===== config.mk =====
export PLATFORM = sky130hd
export DESIGN_NAME = wf_dev_end_flat
export DESIGN_NICKNAME = d
export VERILOG_FILES = /design/src/hdl/wf_pkg.sv /design/src/hdl/wf_link_if.sv /design/src/hdl/wf_dev_end.sv /design/src/flat_wrapper.sv
export VERILOG_INCLUDE_DIRS = /design/src /design/src/hdl
export SDC_FILE = /design/constraint.sdc
export NUM_CORES = 1
export LEC_CHECK = 0
export BUFFER_PORTS_ARGS = -buffer_cell sky130_fd_sc_hd__buf_2
export CAP_MARGIN = 0
export CELL_PAD_IN_SITES_DETAIL_PLACEMENT = 1
export CELL_PAD_IN_SITES_GLOBAL_PLACEMENT = 1
export CORE_AREA = 2 2 116 118
export DETAILED_ROUTE_END_ITERATION = 8
export DIE_AREA = 0 0 118 120
export MAX_ROUTING_LAYER = met4
export PLACE_DENSITY = 0.89
export SLEW_MARGIN = 0
export SYNTH_ARGS = -nofsm -noshare
export SYNTH_HDL_FRONTEND = slang
export SYNTH_SLANG_ARGS = --single-unit
export TNS_END_PERCENT = 20

===== constraint.sdc =====
create_clock -name core_clk -period 3.1 [get_ports core_clk]
set_input_delay 0 -clock core_clk [delete_from_list [all_inputs] [get_ports core_clk]]
set_output_delay 0 -clock core_clk [all_outputs]
set_load 0.1 [all_outputs]

===== src/hdl/wf_cfg.svh =====
/*
 * Constants of the field bitstream framer: counts, delimiter variants
 * and the fixed word that opens every first block sequence.
 * Assumes the includer also compiles wf_pkg for the token types.
 */
// Overview of operation
// - Stream alternates field one then field two.
// - Decode supplier appends sequence end marker last.
// - Field: delimiter, time code, first, complete blocks.
// - First block: type word, bin width, payload.
// - Complete block sequence holds exactly 41 blocks.
// - Block: delimiter, bin width, then payload.
// - Only block delimiter variants one to five.
// - First block payload is wavelet block six.
// - Variant five marks a zero data block.
`ifndef WF_CFG_SVH
`define WF_CFG_SVH

// Blocks following the first block in every field
`define WF_BLOCKS 6'h29
`define WF_BLK_ZERO 6'h00
`define WF_VAR_MIN 3'h1
`define WF_VAR_ZERO 3'h5
`define WF_VAR_NONE 3'h0
// Wavelet block carried by the first block sequence
`define WF_FIRST_BLOCK_NUM 6'h06
// Encoding of the type word is arbitrary here
`define WF_TYPE_WORD 32'h0000_0004
`define WF_DATA_ZERO 32'h0000_0000

`endif


===== src/hdl/wf_pkg.sv =====
/*
 * Types shared by both ends of the field bitstream link.
 * Assumes nothing beyond a SystemVerilog compiler.
 */
package wf_pkg;

  // ****************************************
  // Token kinds on the link
  // ****************************************
  typedef enum logic [2:0] {
    WF_FIELD_ONE = 3'b000,
    WF_FIELD_TWO = 3'b001,
    WF_TIME_CODE = 3'b010,
    WF_TYPE = 3'b011,
    WF_BIN_WIDTH = 3'b100,
    WF_PAYLOAD = 3'b101,
    WF_BLOCK_START = 3'b110,
    WF_SEQ_END = 3'b111
  } wf_kind_t;

  typedef struct packed {
    wf_kind_t kind;
    logic [2:0] variant;
    logic [31:0] data;
  } wf_tok_t;

  // ****************************************
  // Framer states
  // ****************************************
  typedef enum logic [2:0] {
    WF_F_IDLE = 3'b000,
    WF_F_TC = 3'b001,
    WF_F_TYPE = 3'b010,
    WF_F_FBW = 3'b011,
    WF_F_PAY = 3'b100,
    WF_F_SOB = 3'b101,
    WF_F_BBW = 3'b110
  } wf_fst_t;

  // ****************************************
  // Parser states
  // ****************************************
  typedef enum logic [2:0] {
    WF_P_HDR = 3'b000,
    WF_P_TC = 3'b001,
    WF_P_TYPE = 3'b010,
    WF_P_FBW = 3'b011,
    WF_P_PAY = 3'b100,
    WF_P_BBW = 3'b101
  } wf_pst_t;

endpackage


===== src/hdl/wf_link_if.sv =====
/*
 * Link between the codec end and the host end: one token channel
 * toward the codec (decode) and one toward the host (encode).
 * Assumes both ends share core_clk and rstn.
 */
`timescale 1ns/1ps
interface wf_link_if (
  input wire logic core_clk,
  input wire logic rstn
);
  logic h2d_valid;
  logic h2d_ready;
  wf_pkg::wf_tok_t h2d_tok;
  logic d2h_valid;
  logic d2h_ready;
  wf_pkg::wf_tok_t d2h_tok;

  modport dev (
    input h2d_valid, h2d_tok, d2h_ready,
    output h2d_ready, d2h_valid, d2h_tok
  );
  modport host (
    output h2d_valid, h2d_tok, d2h_ready,
    input h2d_ready, d2h_valid, d2h_tok
  );
endinterface // wf_link_if


===== src/hdl/wf_dev_end.sv =====
/*
 * Codec end: parses and checks the decode stream arriving from the
 * host, and frames the encode stream sent to the host.
 * Assumes the host end drives the h2d channel by the same token rules.
 */
`timescale 1ns/1ps
`include "wf_cfg.svh"
module wf_dev_end (
  input wire logic core_clk,
  input wire logic rstn,
  wf_link_if.dev link,
  input wire logic enc_valid,
  output logic enc_ready,
  input wire logic [31:0] enc_data,
  input wire logic enc_last,
  input wire logic enc_zero,
  input wire logic [2:0] enc_var,
  input wire logic enc_end,
  output logic dec_valid,
  output wf_pkg::wf_tok_t dec_tok,
  output logic [5:0] dec_blk,
  output logic dec_err,
  output logic dec_done
);

  // ****************************************
  // State
  // ****************************************
  typedef struct packed {
    wf_pkg::wf_pst_t p_st;
    logic p_f2;
    logic p_zero;
    logic [5:0] p_blk;
    logic ud_valid;
    wf_pkg::wf_tok_t ud_tok;
    logic [5:0] ud_blk;
    logic err;
    logic done;
    wf_pkg::wf_fst_t f_st;
    logic f_f2;
    logic f_zero;
    logic [5:0] f_blk;
    logic o_valid;
    wf_pkg::wf_tok_t o_tok;
  } wf_dev_st_t;

  wf_dev_st_t st_q;
  wf_dev_st_t st_d;
  wf_pkg::wf_tok_t t;
  logic is_field;
  logic is_hdr;
  logic bad;

  assign t = link.h2d_tok;
  assign is_field = (t.kind == wf_pkg::WF_FIELD_ONE) ||
                    (t.kind == wf_pkg::WF_FIELD_TWO);

  // ****************************************
  // Next state
  // ****************************************
  always_comb begin
    st_d = st_q;
    enc_ready = 1'b0;
    is_hdr = 1'b0;
    bad = 1'b0;
    st_d.ud_valid = 1'b0;
    st_d.err = 1'b0;
    st_d.done = 1'b0;
    // Parser: every token is taken, so the host is never stalled
    if (link.h2d_valid) begin
      st_d.ud_valid = 1'b1;
      st_d.ud_tok = t;
      // count zero marks wavelet block six
      st_d.ud_blk = st_q.p_blk;
      case (st_q.p_st)
        wf_pkg::WF_P_HDR: begin
          is_hdr = 1'b1;
        end
        wf_pkg::WF_P_TC: begin
          bad = t.kind != wf_pkg::WF_TIME_CODE;
          st_d.p_st = wf_pkg::WF_P_TYPE;
        end
        wf_pkg::WF_P_TYPE: begin
          bad = t.kind != wf_pkg::WF_TYPE;
          st_d.p_st = wf_pkg::WF_P_FBW;
        end
        wf_pkg::WF_P_FBW: begin
          bad = t.kind != wf_pkg::WF_BIN_WIDTH;
          st_d.p_st = wf_pkg::WF_P_PAY;
        end
        wf_pkg::WF_P_BBW: begin
          bad = t.kind != wf_pkg::WF_BIN_WIDTH;
          st_d.p_st = wf_pkg::WF_P_PAY;
        end
        wf_pkg::WF_P_PAY: begin
          if (t.kind == wf_pkg::WF_PAYLOAD) begin
            bad = st_q.p_zero;
          end else if (t.kind == wf_pkg::WF_BLOCK_START) begin
            bad = (t.variant < `WF_VAR_MIN) ||
                  (t.variant > `WF_VAR_ZERO) ||
                  (st_q.p_blk == `WF_BLOCKS);
            st_d.p_blk = st_q.p_blk + 6'h01;
            st_d.p_zero = t.variant == `WF_VAR_ZERO;
            st_d.p_st = wf_pkg::WF_P_BBW;
          end else if (is_field ||
                       t.kind == wf_pkg::WF_SEQ_END) begin
            // field must hold all 41 blocks
            bad = st_q.p_blk != `WF_BLOCKS;
            st_d.p_f2 = ~st_q.p_f2;
            is_hdr = 1'b1;
          end else begin
            bad = 1'b1;
          end
        end
        default: begin
          st_d.p_st = wf_pkg::WF_P_HDR;
        end
      endcase
      if (is_hdr) begin
        st_d.p_blk = `WF_BLK_ZERO;
        st_d.p_zero = 1'b0;
        st_d.p_st = wf_pkg::WF_P_HDR;
        if (is_field) begin
          bad = bad ||
                ((t.kind == wf_pkg::WF_FIELD_TWO) != st_d.p_f2);
          // Resynchronise on the field actually received
          st_d.p_f2 = t.kind == wf_pkg::WF_FIELD_TWO;
          st_d.p_st = wf_pkg::WF_P_TC;
        end else if (t.kind == wf_pkg::WF_SEQ_END) begin
          // end marker closes the sequence after field two
          bad = bad || st_d.p_f2;
          st_d.done = 1'b1;
          st_d.p_f2 = 1'b0;
        end else begin
          bad = 1'b1;
        end
      end
      // framing error reported, hunt for next header
      if (bad) begin
        st_d.err = 1'b1;
        if (!is_hdr) begin
          st_d.p_st = wf_pkg::WF_P_HDR;
        end
      end
    end
    // Framer: single output register, refilled when empty or in the cycle it drains
    if (st_q.o_valid && link.d2h_ready) begin
      st_d.o_valid = 1'b0;
    end
    if ((!st_q.o_valid || link.d2h_ready) && enc_valid) begin
      st_d.o_valid = 1'b1;
      st_d.o_tok = '{wf_pkg::WF_PAYLOAD, `WF_VAR_NONE, enc_data};
      case (st_q.f_st)
        wf_pkg::WF_F_IDLE: begin
          if (enc_end) begin
            st_d.o_tok.kind = wf_pkg::WF_SEQ_END;
            st_d.f_f2 = 1'b0;
            enc_ready = 1'b1;
          end else begin
            st_d.o_tok.kind = st_q.f_f2 ? wf_pkg::WF_FIELD_TWO :
                                          wf_pkg::WF_FIELD_ONE;
            st_d.f_st = wf_pkg::WF_F_TC;
          end
        end
        wf_pkg::WF_F_TC: begin
          st_d.o_tok.kind = wf_pkg::WF_TIME_CODE;
          enc_ready = 1'b1;
          st_d.f_st = wf_pkg::WF_F_TYPE;
        end
        wf_pkg::WF_F_TYPE: begin
          // type word without a block delimiter
          st_d.o_tok.kind = wf_pkg::WF_TYPE;
          st_d.o_tok.data = `WF_TYPE_WORD;
          st_d.f_st = wf_pkg::WF_F_FBW;
        end
        wf_pkg::WF_F_FBW: begin
          st_d.o_tok.kind = wf_pkg::WF_BIN_WIDTH;
          enc_ready = 1'b1;
          st_d.f_blk = `WF_BLK_ZERO;
          st_d.f_st = wf_pkg::WF_F_PAY;
        end
        wf_pkg::WF_F_PAY: begin
          enc_ready = 1'b1;
          if (enc_last) begin
            if (st_q.f_blk == `WF_BLOCKS) begin
              st_d.f_f2 = ~st_q.f_f2;
              st_d.f_st = wf_pkg::WF_F_IDLE;
            end else begin
              st_d.f_st = wf_pkg::WF_F_SOB;
            end
          end
        end
        wf_pkg::WF_F_SOB: begin
          st_d.o_tok.kind = wf_pkg::WF_BLOCK_START;
          st_d.o_tok.data = `WF_DATA_ZERO;
          st_d.f_zero = enc_zero ||
                        enc_var < `WF_VAR_MIN ||
                        enc_var > `WF_VAR_ZERO;
          st_d.o_tok.variant = st_d.f_zero ? `WF_VAR_ZERO : enc_var;
          st_d.f_blk = st_q.f_blk + 6'h01;
          st_d.f_st = wf_pkg::WF_F_BBW;
        end
        wf_pkg::WF_F_BBW: begin
          st_d.o_tok.kind = wf_pkg::WF_BIN_WIDTH;
          enc_ready = 1'b1;
          if (!st_q.f_zero) begin
            st_d.f_st = wf_pkg::WF_F_PAY;
          end else if (st_q.f_blk == `WF_BLOCKS) begin
            st_d.f_f2 = ~st_q.f_f2;
            st_d.f_st = wf_pkg::WF_F_IDLE;
          end else begin
            st_d.f_st = wf_pkg::WF_F_SOB;
          end
        end
        default: begin
          st_d.o_valid = 1'b0;
          st_d.f_st = wf_pkg::WF_F_IDLE;
        end
      endcase
    end
  end

  // ****************************************
  // Registers
  // ****************************************
  always_ff @(posedge core_clk or negedge rstn) begin
    if (!rstn) begin
      st_q <= '0;
    end else begin
      st_q <= st_d;
    end
  end

  assign link.h2d_ready = 1'b1;
  assign link.d2h_valid = st_q.o_valid;
  assign link.d2h_tok = st_q.o_tok;
  assign dec_valid = st_q.ud_valid;
  assign dec_tok = st_q.ud_tok;
  assign dec_blk = st_q.ud_blk;
  assign dec_err = st_q.err;
  assign dec_done = st_q.done;

endmodule // wf_dev_end


===== src/flat_wrapper.sv =====
// flat-port wrapper written by rule: the top's interface ports become plain ports
module wf_dev_end_flat 
  (core_clk, rstn, enc_valid, enc_ready, enc_data, enc_last, enc_zero, enc_var, enc_end, dec_valid, dec_tok, dec_blk, dec_err, dec_done, link_h2d_valid, link_h2d_tok, link_d2h_ready, link_h2d_ready, link_d2h_valid, link_d2h_tok);
  wf_link_if link_i (.core_clk(core_clk), .rstn(rstn));
  input wire logic core_clk;
  input wire logic rstn;
  input wire logic enc_valid;
  output logic enc_ready;
  input wire logic [31:0] enc_data;
  input wire logic enc_last;
  input wire logic enc_zero;
  input wire logic [2:0] enc_var;
  input wire logic enc_end;
  output logic dec_valid;
  output wf_pkg::wf_tok_t dec_tok;
  output logic [5:0] dec_blk;
  output logic dec_err;
  output logic dec_done;
  input wire logic [$bits(link_i.h2d_valid)-1:0] link_h2d_valid;
  input wire logic [$bits(link_i.h2d_tok)-1:0] link_h2d_tok;
  input wire logic [$bits(link_i.d2h_ready)-1:0] link_d2h_ready;
  output wire logic [$bits(link_i.h2d_ready)-1:0] link_h2d_ready;
  output wire logic [$bits(link_i.d2h_valid)-1:0] link_d2h_valid;
  output wire logic [$bits(link_i.d2h_tok)-1:0] link_d2h_tok;
  assign link_i.h2d_valid = link_h2d_valid;
  assign link_i.h2d_tok = link_h2d_tok;
  assign link_i.d2h_ready = link_d2h_ready;
  assign link_h2d_ready = link_i.h2d_ready;
  assign link_d2h_valid = link_i.d2h_valid;
  assign link_d2h_tok = link_i.d2h_tok;
  wf_dev_end u_core (.core_clk(core_clk), .rstn(rstn), .link(link_i), .enc_valid(enc_valid), .enc_ready(enc_ready), .enc_data(enc_data), .enc_last(enc_last), .enc_zero(enc_zero), .enc_var(enc_var), .enc_end(enc_end), .dec_valid(dec_valid), .dec_tok(dec_tok), .dec_blk(dec_blk), .dec_err(dec_err), .dec_done(dec_done));
endmodule

After elaboration in Yosys (flattened, before gate mapping)
Index checks and enable logic that the tools add are counted.
W data, S select, Z words.
Cells by class
  reduce and logical (&&, ||, !) cells: 27
  $add $sub $neg: 2
  mux-type cells: 55
  bitwise gates (word level): 2
  $lt $le $gt $ge: 4
  eq/ne operators: 30
Operators by type and width (count)
  $pmux W32 S2: 1
  $mux W47: 1
  $mux W39: 1
  $pmux W3 S5: 2
  $mux W1: 29
  $eq A3 B3 Y1 const B: 9
  $mux W3: 9
  $mux W11: 2
  $pmux W3 S7: 1
  $mux W8: 2
  $add A6 B1 Y6 const B: 2
  $eq A3 B2 Y1 const B: 4
  $eq A6 B6 Y1 const B: 2
  $pmux W6 S2: 1
  $eq A3 B1 Y1 const B: 3
  $logic_not A3 Y1: 3
  $logic_or A1 B1 Y1: 9
  $mux W7: 1
  $reduce_or A7 Y1: 1
  $gt A3 B3 Y1 const B: 2
  $lt A3 B1 Y1 const B: 2
  $ne A2 B2 Y1 const B: 3
  $ne A3 B1 Y1 const B: 2
  $ne A3 B2 Y1 const B: 2
  19 further kinds: 26
Word-level totals
  word-level logic and storage cells: 139
  register bits: 108
  output and inout bits: 88
  input bits: 81

Depth between registers and ports, before layout
Gate-level depths: netlist (run 1).
  depth after elaboration: 15
  depth in mapped cells: 7
  mapped depth without buffers: 7

Worst setup path before layout (run 1)
OpenSTA, ideal clock, no wires.
  path type: register to output
  start: register u_core.st_q (netlist bit u_core.link.d2h_valid)
  end: output enc_ready
  path buffers: 2
  setup slack: 257 ps
  cell stages (with the launch flop): 6
  data required time: 3100 ps
  arrival: 2843 ps
  cells stage by stage: dfrtp_1 -> nand2b_1 -> nand2_1 -> clkbuf_1 -> clkbuf_1 -> nor2_1
Between the ends
  cells in the longest elaborated chain, start to end: 4
Ends and longest elaborated chain
  start, declared: RTL line wf_dev_end.sv:47  | wf_dev_st_t st_q;
  start signal, assigned: RTL line wf_dev_end.sv:230  | st_q <= st_d;
  $logic_not A1 Y1: RTL line wf_dev_end.sv:150  | if ((!st_q.o_valid || link.d2h_ready) && enc_valid) begin
  $logic_or A1 B1 Y1: RTL line wf_dev_end.sv:150
  $logic_and A1 B1 Y1: RTL line wf_dev_end.sv:150
  $mux W1: RTL line wf_dev_end.sv:150
  end, declared: RTL line flat_wrapper.sv:8  | output logic enc_ready;
Every way passes these cells.

Worst setup path after layout (run 1)
  start: register u_core.st_q[106] (netlist bit)
  end: register u_core.st_q[103] (netlist bit)
Between the ends
  cells in the longest elaborated chain, start to end: 5
  elaborated cells on any way between the ends: 9
  those cells by class: eq/ne: 4; mux: 3; reduce/logical: 2
Ends and longest elaborated chain
  $eq A3 B3 Y1 or $logic_not A3 Y1 (tied branches): RTL line wf_dev_end.sv:75  | case (st_q.p_st)
  $pmux W1 S2: RTL line wf_dev_end.sv:75
  $mux W1: RTL line wf_dev_end.sv:70  | if (link.h2d_valid) begin
  $ne A3 B3 Y1 (no source line) or $ne A3 B1 Y1 (tied branches)
  $reduce_and A4 Y1 (no source line)
Parallel ways exist; a longest one is shown, timed or not. The select of a mux whose other input is x is not followed.
A chain may end at the register's enable or synchronous reset.

==> results.md, run 1 <==
- Register-to-Register Path Depth: 4
- Cell accounting for the most synthesized area: dfrtp_1
- Count leader, synth: dfrtp_1
- Clock skew: 6.64 ps
- Fraction of final layout cells with drive strength greater than 1: 0.372
- Hold_buf cts: 76
- Slowest CP cell: dlygate4sd3_1
- Die width: 118 um
- Pwr dens: 885 nW/um^2
- Drt first pass iters: 4
- Post-synth EDFFs: 0
- Minimum clock period: 2290 ps
- Worst-path cell chain: or3b_4 -> a21o_1 -> o41ai_2 -> dlygate4sd3_1
- Initial DRC Count: 215
- Outcome: finished clean
- DPL Wire Length: 9.33 mm
- Top post-synthesis cells by count: 108 x dfrtp_1, 83 x buf_4, 44 x mux2_2, 32 x a22o_1, 30 x nand2_1
- # fillers: 1,427
- Multi-input logic area: 1880 um^2
- FP Rows: 42
- Max-slew violations: 0
- Crit path to: u_core.st_q[103]$_DFFE_PN0P_
- Max_cap viols: 0
- F_max: 436 MHz
- Max clock buf depth: 2
- Met1 WL: 5.74 mm
- Largest net degree at the start of global routing: 91
- Post-cts sizing count: 0
- Metal2 WL: 7.66 mm
- CP Buf/Inv Count: 1
- Post-synthesis sequential area ratio: 0.507
- TritonCTS Sinks: 108
- Syn Area/Cell: 11.0 um^2
- Avg WL per Cell: 17.3 um
- Async SR Flop Fraction: 1.00
- Mapped cell area: 5330 um^2
- Global route total overflow: 0
- Initial antenna violation count: 1
- Die Y: 120 um
- Clk_lat worst skew: 340 ps
- Crit Reg-Reg Endpoint: u_core.st_q[103]$_DFFE_PN0P_
- CORE AREA: 13,000 um^2
- Worst reg-to-reg setup slack: 810 ps
- Setup violators final: 0
- Leakage power: 3.23 nW
- Top FF cell, synth: dfrtp_1
- Crit Path Max Fanout: 11
- Total number of vias: 4,069
- Number of I/O port buffers: 167
- Worst hold margin: 13.2 ps
- Area Growth Syn to Fin: 27.5%
- Syn_nets: 573
- Final Hold Viols: 0
- NumNets Final: 722
- Highest routed layer: met4
- Yosys top cell area share: 0.507
- Worst Path Required: 3370 ps
- Initial Util: 0.410
- Syn Inst Count: 486
- CTS Buf Count: 9
- Top Ports: 169
- CP arrival: 2560 ps
- Tightest Pin Transition: 1140 ps
- Vias in the first global route: 4,469
- Post-Route WL: 14.2 mm
- FF+latch area: 2700 um^2
- Die area: 14,200 um^2
- Pwr Total: 6.01 mW
- TritonCTS clock tree: yes
- DR WL met3: 568 um
- Critical Path Max Stage Delay: 600 ps
- Final period util: 0.739
- Setup total negative slack: 0 ps
- Worst IR Drop VDD: 632 uV
- Area contributors post-synth: dfrtp_1 51%, buf_4 12%, mux2_2 9.3%
- Worst-path clk slew: 70 ps
- DRC viols: 0
- CTS HTree Levels: 3
- Post-CTS Setup Bufs: 0
- Number of distinct library cells after synthesis: 50
- Crit path kind: reg2reg
- Top delay family on crit path: compound AO/OA/AOI/OAI gates
- Setup crit start: u_core.st_q[106]$_DFFE_PN0P_
- RSZ-0062 raised after global routing: false
- Gr usage total: 0.208
- FF+latch count, synth: 108
- Clock root cell: clkbuf_16
- CP startpoint kind: register
- FF-to-FF Start: u_core.st_q[106]$_DFFE_PN0P_
- Yosys warning count: 0
- Critical Path End Type: register
- Via density: 4.98
- Worst min path class: in2reg
- First-pass GRT wire length: 23.0 mm
- Antenna Nets Post-Route: 0
- Placer's final routability congestion estimate: 0.874
- Worst hold stages: 3
- Crit path depth: 4
- Worst rel slew slack: 0.242
-- kinds of logic after synthesis --
| group | Yosys count | share of synthesized area |
|---|---|---|
| flops | 108 | 0.507 |
| buf+inv | 114 | 0.141 |
| other cells | 1 | 0.000704 |
| compound gates | 99 | 0.132 |
| mux | 46 | 0.0968 |
| xor+xnor | 6 | 0.00987 |
| simple gates | 106 | 0.0977 |
| fa+ha+maj | 6 | 0.0141 |
-- final cells by class --
type	count	area share
sequential	108	0.398
multi-input combinational	264	0.277
timing repair buffer	247	0.240
clock buffer	10	0.0352
tap	176	0.0324
clock inverter	6	0.0138
inverter	5	0.00276
antenna	1	0.000369
-- how the worst min path moves through the flow --
stage / startpoint / to / slack (ps)
global route: enc_data[2] / u_core.link.d2h_tok[2]$_DFFE_PN0P_ / 30
global placement: enc_data[31] / u_core.link.d2h_tok[31]$_DFFE_PN0P_ / 220
CTS: enc_data[2] / u_core.link.d2h_tok[2]$_DFFE_PN0P_ / 1
detailed placement: enc_data[25] / u_core.link.d2h_tok[25]$_DFFE_PN0P_ / 230
finish: enc_end / u_core.link.d2h_tok[37]$_DFFE_PN0P_ / 10
floorplan: rstn / u_core.dec_blk[0]$_DFFE_PN0P_ / -300
-- registers in the layout, summed over array words and instances (netlist names) --
register               count
u_core.dec_blk             6
u_core.dec_tok            38
u_core.link.d2h_tok       38
u_core.dec_err             1
u_core.st_q               22
u_core.dec_valid           1
u_core.dec_done            1
u_core.link.d2h_valid      1
-- report_power, final --
| part | internal (mW) | switching, mW | total [mW] |
|---|---|---|---|
| Combinational | 0.582 | 2.22 | 2.80 |
| Clock | 0.738 | 0.524 | 1.26 |
| Sequential | 1.68 | 0.273 | 1.95 |
| Total | 3.00 | 3.01 | 6.01 |
-- layout by cell type (no fill, tap or decap), types with 3 or more instances in the layout --
master	n
buf_2	166
dfrtp_1	108
dlygate4sd3_1	76
mux2_2	44
a22o_1	32
nand2_1	30
nor2_1	28
o21ai_1	21
a21oi_1	11
o21ai_0	11
nand3_1	10
clkbuf_16	9
nor2b_1	8
nor3_1	7
nand2b_1	6
ha_1	6
xor2_1	5
nand4_1	5
o31ai_1	5
buf_4	5
inv_1	4
nor3b_1	3
-- metrics by stage --
step                      area (um^2)  cells  setup WS [ps]  utilization
after floorplan                  5330    486            257            -
after global placement           5690    724           1290        0.439
after detailed placement         5690    724           1170        0.439
after CTS                        6790    816            828        0.523
after global routing             6790    817            708        0.523
final                            6790    817            809        0.523
-- worst reg2reg max path, stage by stage, from the launching register on --
cell and delay (ps):
dfrtp_1 510, or3b_4 480, a21o_1 310, o41ai_2 330, dlygate4sd3_1 600
-- layer usage --
layer,global-route usage,vias to the layer above
li1,-,1915
met1,0.239,2025
met2,0.379,116
met3,0.0371,13
met4,0.0482,0
met5,-,-
(Power assumes the default switching activity.)
==> run 2, diff against run 1 <==
--- a/config.mk
+++ b/config.mk
@@ -6,15 +6,16 @@
 export SDC_FILE = /design/constraint.sdc
 export NUM_CORES = 1
 export LEC_CHECK = 0
+export ABC_AREA = 1
 export BUFFER_PORTS_ARGS = -buffer_cell sky130_fd_sc_hd__buf_2
 export CAP_MARGIN = 0
 export CELL_PAD_IN_SITES_DETAIL_PLACEMENT = 1
 export CELL_PAD_IN_SITES_GLOBAL_PLACEMENT = 1
-export CORE_AREA = 2 2 116 118
+export CORE_AREA = 2 2 130 132
 export DETAILED_ROUTE_END_ITERATION = 8
-export DIE_AREA = 0 0 118 120
+export DIE_AREA = 0 0 132 134
 export MAX_ROUTING_LAYER = met4
-export PLACE_DENSITY = 0.89
+export PLACE_DENSITY = 0.81
 export SLEW_MARGIN = 0
 export SYNTH_ARGS = -nofsm -noshare
 export SYNTH_HDL_FRONTEND = slang
==> constraint.sdc (replaced) <==
create_clock -name core_clk -period 2.03 [get_ports core_clk]
set_input_delay 0 -clock core_clk [delete_from_list [all_inputs] [get_ports core_clk]]
set_output_delay 0 -clock core_clk [all_outputs]
set_load 0.1 [all_outputs]
==> run 2 against run 1 <==
Design area is 2.7% higher. Sequential share of layout area is 1.0 points lower. Flip-flop and latch count stayed put. Sequential power is 46% higher. Clock power is 34% higher. Final cell count is 27% higher. Synthesized cell count is 35% higher. Clock skew is 2.1 ps higher. Worst setup slack worse by 680 ps. Critical path depth is 3 higher.
==> results.md, run 2 <==
- Number of I/O port buffers: 167
- Worst rel slew slack: 0.658
- Syn Area/Cell: 8.27 um^2
- Minimum clock period: 1900 ps
- TritonCTS clock tree: yes
- Min-Delay Startpoint: link_h2d_tok[36]
- Fraction of final layout cells with drive strength greater than 1: 0.259
- Initial Util: 0.332
- Setup violators final: 0
- Top delay family on crit path: buffers and inverters
- Top Ports: 169
- Area contributors post-synth: dfrtp_1 50%, nand2_1 17%, buf_4 12%
- Mapped cell area: 5410 um^2
- Cell accounting for the most synthesized area: dfrtp_1
- NumNets Final: 902
- CP startpoint kind: register
- Die Y: 134 um
- RSZ-0062 raised after global routing: false
- Largest net degree at the start of global routing: 50
- Async SR Flop Fraction: 1.00
- CP Buf/Inv Count: 3
- Via density: 4.59
- FF+latch count, synth: 108
- Diode count: 0
- Slowest CP cell: dfrtp_1
- TritonCTS Sinks: 108
- Worst Path Required: 2030 ps
- Top post-synthesis cells by count: 238 x nand2_1, 108 x dfrtp_1, 83 x buf_4, 56 x o21ai_0, 36 x inv_1
- Top FF cell, synth: dfrtp_1
- Yosys top cell area share: 0.500
- Post-synth EDFFs: 0
- Worst-path cell chain: inv_1 -> nand2_1 -> nor2_1 -> nand2_1 -> inv_1 -> o21a_1 -> clkbuf_4
- Max_cap viols: 0
- Critical Path End Type: output pin
- Syn Inst Count: 654
- CTS HTree Levels: 3
- Clock root cell: clkbuf_16
- Count leader, synth: nand2_1
- First-pass GRT wire length: 25.8 mm
- Max clock buf depth: 2
- Worst reg-to-reg setup slack: 330 ps
- Antenna Nets Post-Route: 0
- CTS Buf Count: 9
- Vias in the first global route: 5,180
- Total number of vias: 4,770
- Placer's final routability congestion estimate: 0.837
- Initial DRC Count: 194
- Outcome: finished clean
- Area Growth Syn to Fin: 28.9%
- Worst-path clk slew: 70 ps
- Max-slew violations: 0
- FP Rows: 47
- Post-Route WL: 15.5 mm
- Cells after DPL: 947
- Post-synthesis sequential area ratio: 0.500
- Die width: 132 um
- Syn_nets: 741
- Pwr Total: 8.82 mW
- Crit path kind: reg2out
- Clk_lat worst skew: 360 ps
- Pwr dens: 1270 nW/um^2
- Clock skew: 8.69 ps
- Crit Path Max Fanout: 7
- Crit Reg-Reg Endpoint: u_core.st_q[100]$_DFFE_PN0P_
- Global route total overflow: 0
- Die area: 17,700 um^2
- Register-to-Register Path Depth: 9
- F_max: 526 MHz
- Leakage power: 3.68 nW
- Avg WL per Cell: 14.9 um
- Hold Path End: u_core.dec_tok[36]$_DFFE_PN0P_
- Number of distinct library cells after synthesis: 39
- Drt first pass iters: 4
- DRC viols: 0
- Gr usage total: 0.187
- Setup total negative slack: 0 ps
- FF-to-FF Start: u_core.st_q[106]$_DFFE_PN0P_
- CP arrival: 1900 ps
- DPL Wire Length: 10.3 mm
- Most frequent cells in the layout: 238 x nand2_1, 165 x buf_2, 107 x dfrtp_1
- Worst min path class: in2reg
- Final period util: 0.937
- Tightest Pin Transition: 517 ps
- Final Hold Viols: 0
- Worst hold stages: 3
- Critical Path Max Stage Delay: 380 ps
- Yosys warning count: 0
- Commonest non-fill, non-tap cell in the layout: nand2_1
- CORE AREA: 16,300 um^2
- Final Non-Filler Cells: 1,040
- Worst IR Drop VDD: 994 uV
- Initial antenna violation count: 0
## run 2: cell types whose count changed in the layout (fill, tap and decap cells not counted), sizes merged, moves of 8 or more
| cell | change |
|---|---|
| nand3 | +9 |
| o21ai | +28 |
| nand2 | +211 |
| a22o | -31 |
| inv | +34 |
| mux2 | -44 |
| nor2b | -8 |
## run 2: layer usage
layer,routed length [um],GRT usage,part of all wire,vias up
met2,7680,0.320,0.50,136
met1,6800,0.221,0.44,2303
li1,-,-,-,2301
met4,400,0.0761,0.026,0
met3,585,0.0306,0.038,30
met5,0,-,0,-
## run 2: area by class of cell
class / count / area [um^2]
fillers: 1966 / 9320
flip-flops and latches: 108 / 2700
multi-input cells: 401 / 1850
repair buffers: 253 / 1700
well taps: 220 / 275
clock buffers: 9 / 225
inverters: 42 / 160
clock inverters: 7 / 53.8
## run 2: what timing repair did
action                                  CTS  global route
buffers inserted                          0             0
endpoints found under the hold margin   108             0
endpoints found under the setup margin    0             1
hold buffers                             77             0
resized for setup                         0             1
## run 2: worst max-delay path by stage
stage / startpoint / end / slack, ps / depth (start not counted)
3_3_place_gp: u_core.st_q[106]$_DFFE_PN0P_ / u_core.st_q[100]$_DFFE_PN0P_ / 420 / 9
3_5_place_dp: u_core.st_q[106]$_DFFE_PN0P_ / u_core.st_q[100]$_DFFE_PN0P_ / 350 / 9
6_report: u_core.st_q[47]$_DFFE_PN0P_ / enc_ready / 130 / 7
4_1_cts: u_core.st_q[47]$_DFFE_PN0P_ / enc_ready / 5 / 7
5_1_grt: u_core.st_q[47]$_DFFE_PN0P_ / enc_ready / 0.5 / 7
2_1_floorplan: u_core.link.d2h_valid$_DFFE_PN0P_ / enc_ready / 300 / 2
## run 2: cells by family after synthesis
kind of cell	Yosys count	synth area share
and+or+nand+nor	301	0.228
buffers and inverters	145	0.159
DFF	108	0.500
AOI/OAI and AO/OA	91	0.0958
adders and majority gates	6	0.0139
other	1	0.000693
xor gates and xnor gates	1	0.00162
muxes	1	0.00185
## run 2: stage by stage
step	setup slack, ps	hold WS [ps]	utilization	cell area (um^2)
after global routing	0.461	32.2	0.428	6970
after CTS	5.28	9.89	0.428	6970
after detailed placement	353	6.11	0.363	5920
final	128	19.7	0.428	6970
after floorplan	303	-296	-	5410
after global placement	422	-0.551	0.363	5920
## run 2: worst min-delay path, stage by stage
cell and delay [ps]:
buf_2 130, inv_1 110, o21ai_0 90
## run 2: where the power goes
group / internal, mW / leakage [nW] / switching (mW)
sequential: 2.57 / 1.36 / 0.275
combinational: 0.770 / 2.19 / 3.52
clock: 0.837 / 0.128 / 0.850
total: 4.17 / 3.68 / 4.64
==> run 3, diff against run 2 <==
--- a/config.mk
+++ b/config.mk
@@ -6,16 +6,16 @@
 export SDC_FILE = /design/constraint.sdc
 export NUM_CORES = 1
 export LEC_CHECK = 0
-export ABC_AREA = 1
 export BUFFER_PORTS_ARGS = -buffer_cell sky130_fd_sc_hd__buf_2
 export CAP_MARGIN = 0
 export CELL_PAD_IN_SITES_DETAIL_PLACEMENT = 1
 export CELL_PAD_IN_SITES_GLOBAL_PLACEMENT = 1
-export CORE_AREA = 2 2 130 132
+export CORE_AREA = 2 2 127 129
 export DETAILED_ROUTE_END_ITERATION = 8
-export DIE_AREA = 0 0 132 134
+export DIE_AREA = 0 0 129 131
 export MAX_ROUTING_LAYER = met4
-export PLACE_DENSITY = 0.81
+export PLACE_DENSITY = 0.8
+export RECOVER_POWER = 25
 export SLEW_MARGIN = 0
 export SYNTH_ARGS = -nofsm -noshare
 export SYNTH_HDL_FRONTEND = slang
==> run 3 against run 2 <==
Worst setup slack improved by 34 ps. Power rose by 5.4%. Combinational power rose by 3%. Via count fell by 14%. Clock-buffer cell count rose by 3. Flip-flop and latch count did not move. Register-to-register slack got worse by 170 ps. Hold slack got worse by 6.5 ps. Die area fell by 4.5%. Largest power group unchanged.
==> results.md, run 3 (same netlist as run 1, synthesis figures left out) <==
- Slowest CP cell: dfrtp_1
- Worst hold margin: 13.2 ps
- FP Rows: 46
- Global route total overflow: 0
- Worst-path clk slew: 70 ps
- Largest net degree at the start of global routing: 54
- Tightest Pin Transition: 1380 ps
- Number of I/O port buffers: 167
- Drt first pass iters: 4
- Commonest non-fill, non-tap cell in the layout: buf_2
- Combinational share of power: 0.473
- DRC viols: 0
- Top Ports: 169
- Die width: 129 um
- Part of the power in registers: 0.317
- Critical Path Max Stage Delay: 480 ps
- Initial DRC Count: 158
- F_max: 535 MHz
- Minimum clock period: 1870 ps
- TritonCTS Sinks: 108
- Die Y: 131 um
- Outcome: finished clean
- Psw: 4.61 mW
- First-pass GRT wire length: 22.7 mm
- Worst rel slew slack: 0.0807
- Most frequent cells in the layout: 164 x buf_2, 106 x dfrtp_1, 76 x dlygate4sd3_1
- CORE AREA: 15,600 um^2
- Worst IR Drop VDD: 827 uV
- Area Growth Syn to Fin: 29.9%
- Via density: 4.76
- Clock skew: 9.69 ps
- Initial Util: 0.341
- Antenna Nets Post-Route: 0
- TritonCTS clock tree: yes
- Max clock buf depth: 2
- Diode count: 0
- Leakage power: 3.27 nW
- Clk_lat worst skew: 350 ps
- CP arrival: 2130 ps
- Pwr dens: 1340 nW/um^2
- Initial antenna violation count: 0
- Fin area: 6920 um^2
- Clock root cell: clkbuf_16
- Final Hold Viols: 0
- NumNets Final: 728
- Die area: 16,900 um^2
- Critical Path End Type: register
- Max_cap viols: 0
- Placer's final routability congestion estimate: 0.836
- Post-layout util: 0.444
- Worst Path Required: 2290 ps
- Post-CTS Setup Bufs: 0
- Crit Path Max Fanout: 11
- Total number of vias: 4,099
- Fraction of final layout cells with drive strength greater than 1: 0.382
- Vias in the first global route: 4,525
- DPL Wire Length: 9.40 mm
- Setup total negative slack: 0 ps
- RSZ-0062 raised after global routing: false
- Worst-path cell chain: or3b_4 -> a21o_1 -> or2_4 -> o31ai_2
- Clock network power share: 0.210
- Pint: 4.69 mW
- Sw Ratio: 0.496
- Max-slew violations: 0
- Gr usage total: 0.177
- Post-Route WL: 14.4 mm
- Setup violators final: 0
- Crit path kind: reg2reg
- Worst min path class: in2reg
- CTS Buf Count: 9
- CP startpoint kind: register
- Dpl cell area: 5830 um^2
- CTS HTree Levels: 3
- Avg WL per Cell: 16.7 um
- Final period util: 0.920
==> run 3: path summary, 6_finish.rpt <==
| kind | slack [ps] | cells past startpoint | startpoint | to |
|---|---|---|---|---|
| min reg2reg | 490 | 2 | u_core.link.d2h_tok[37]$_DFFE_PN0P_ | u_core.link.d2h_tok[37]$_DFFE_PN0P_ |
| max in group asynchronous | 580 | 2 | rstn | u_core.link.d2h_valid$_DFFE_PN0P_ |
| min | 10 | 3 | enc_end | u_core.link.d2h_tok[37]$_DFFE_PN0P_ |
| min in group asynchronous | 510 | 2 | rstn | u_core.dec_tok[35]$_DFFE_PN0P_ |
| max reg2reg | 160 | 4 | u_core.st_q[105]$_DFFE_PN0P_ | u_core.st_q[100]$_DFFE_PN0P_ |
| max | 160 | 4 | u_core.st_q[105]$_DFFE_PN0P_ | u_core.st_q[100]$_DFFE_PN0P_ |
==> run 3: layout make-up <==
| class | count | area (um^2) |
|---|---|---|
| clock buffers | 12 | 267 |
| clock inverters | 4 | 70.1 |
| fillers | 1714 | 8680 |
| inverters | 5 | 18.8 |
| multi-input cells | 264 | 1890 |
| flip-flops and latches | 108 | 2710 |
| well taps | 216 | 270 |
| repair buffers | 253 | 1700 |
==> run 3: worst max-delay path, delay by kind of cell, from the launching register on <==
family / cells / cell delay, ps
compound gates: 2 / 530
simple gates: 2 / 770
flops: 1 / 480
==> run 3: stage by stage <==
| stage | setup WS (ps) | power, mW | instances |
|---|---|---|---|
| 2_1_floorplan | 134 | 6.85 | 486 |
| 3_3_place_gp | 286 | 7.13 | 770 |
| 3_5_place_dp | 180 | 7.24 | 770 |
| 4_1_cts | 52.9 | 9.35 | 862 |
| 5_1_grt | 50.5 | 9.72 | 862 |
| 6_report | 162 | 9.30 | 862 |
==> run 3: what timing repair did <==
action | in CTS | in global routing
resized for setup | 0 | 1
hold buffers | 76 | 0
endpoints found under the hold margin | 125 | 0
endpoints found under the setup margin | 0 | 1
==> run 3: routing by layer <==
metal	track usage	up-vias	routed length, um
met3	0.0350	18	762
li1	-	1921	-
met4	0.0575	0	180
met1	0.199	2024	5830
met5	-	-	0
met2	0.316	136	7610
==> run 3: power groups by stage <==
stage,logic (mW),clock network (mW),registers [mW]
finish,4.40,1.95,2.95
CTS,4.39,2.02,2.93
floorplan,3.97,0,2.89
detailed placement,4.28,0,2.96
global route,4.59,2.11,3.01
global placement,4.19,0,2.94
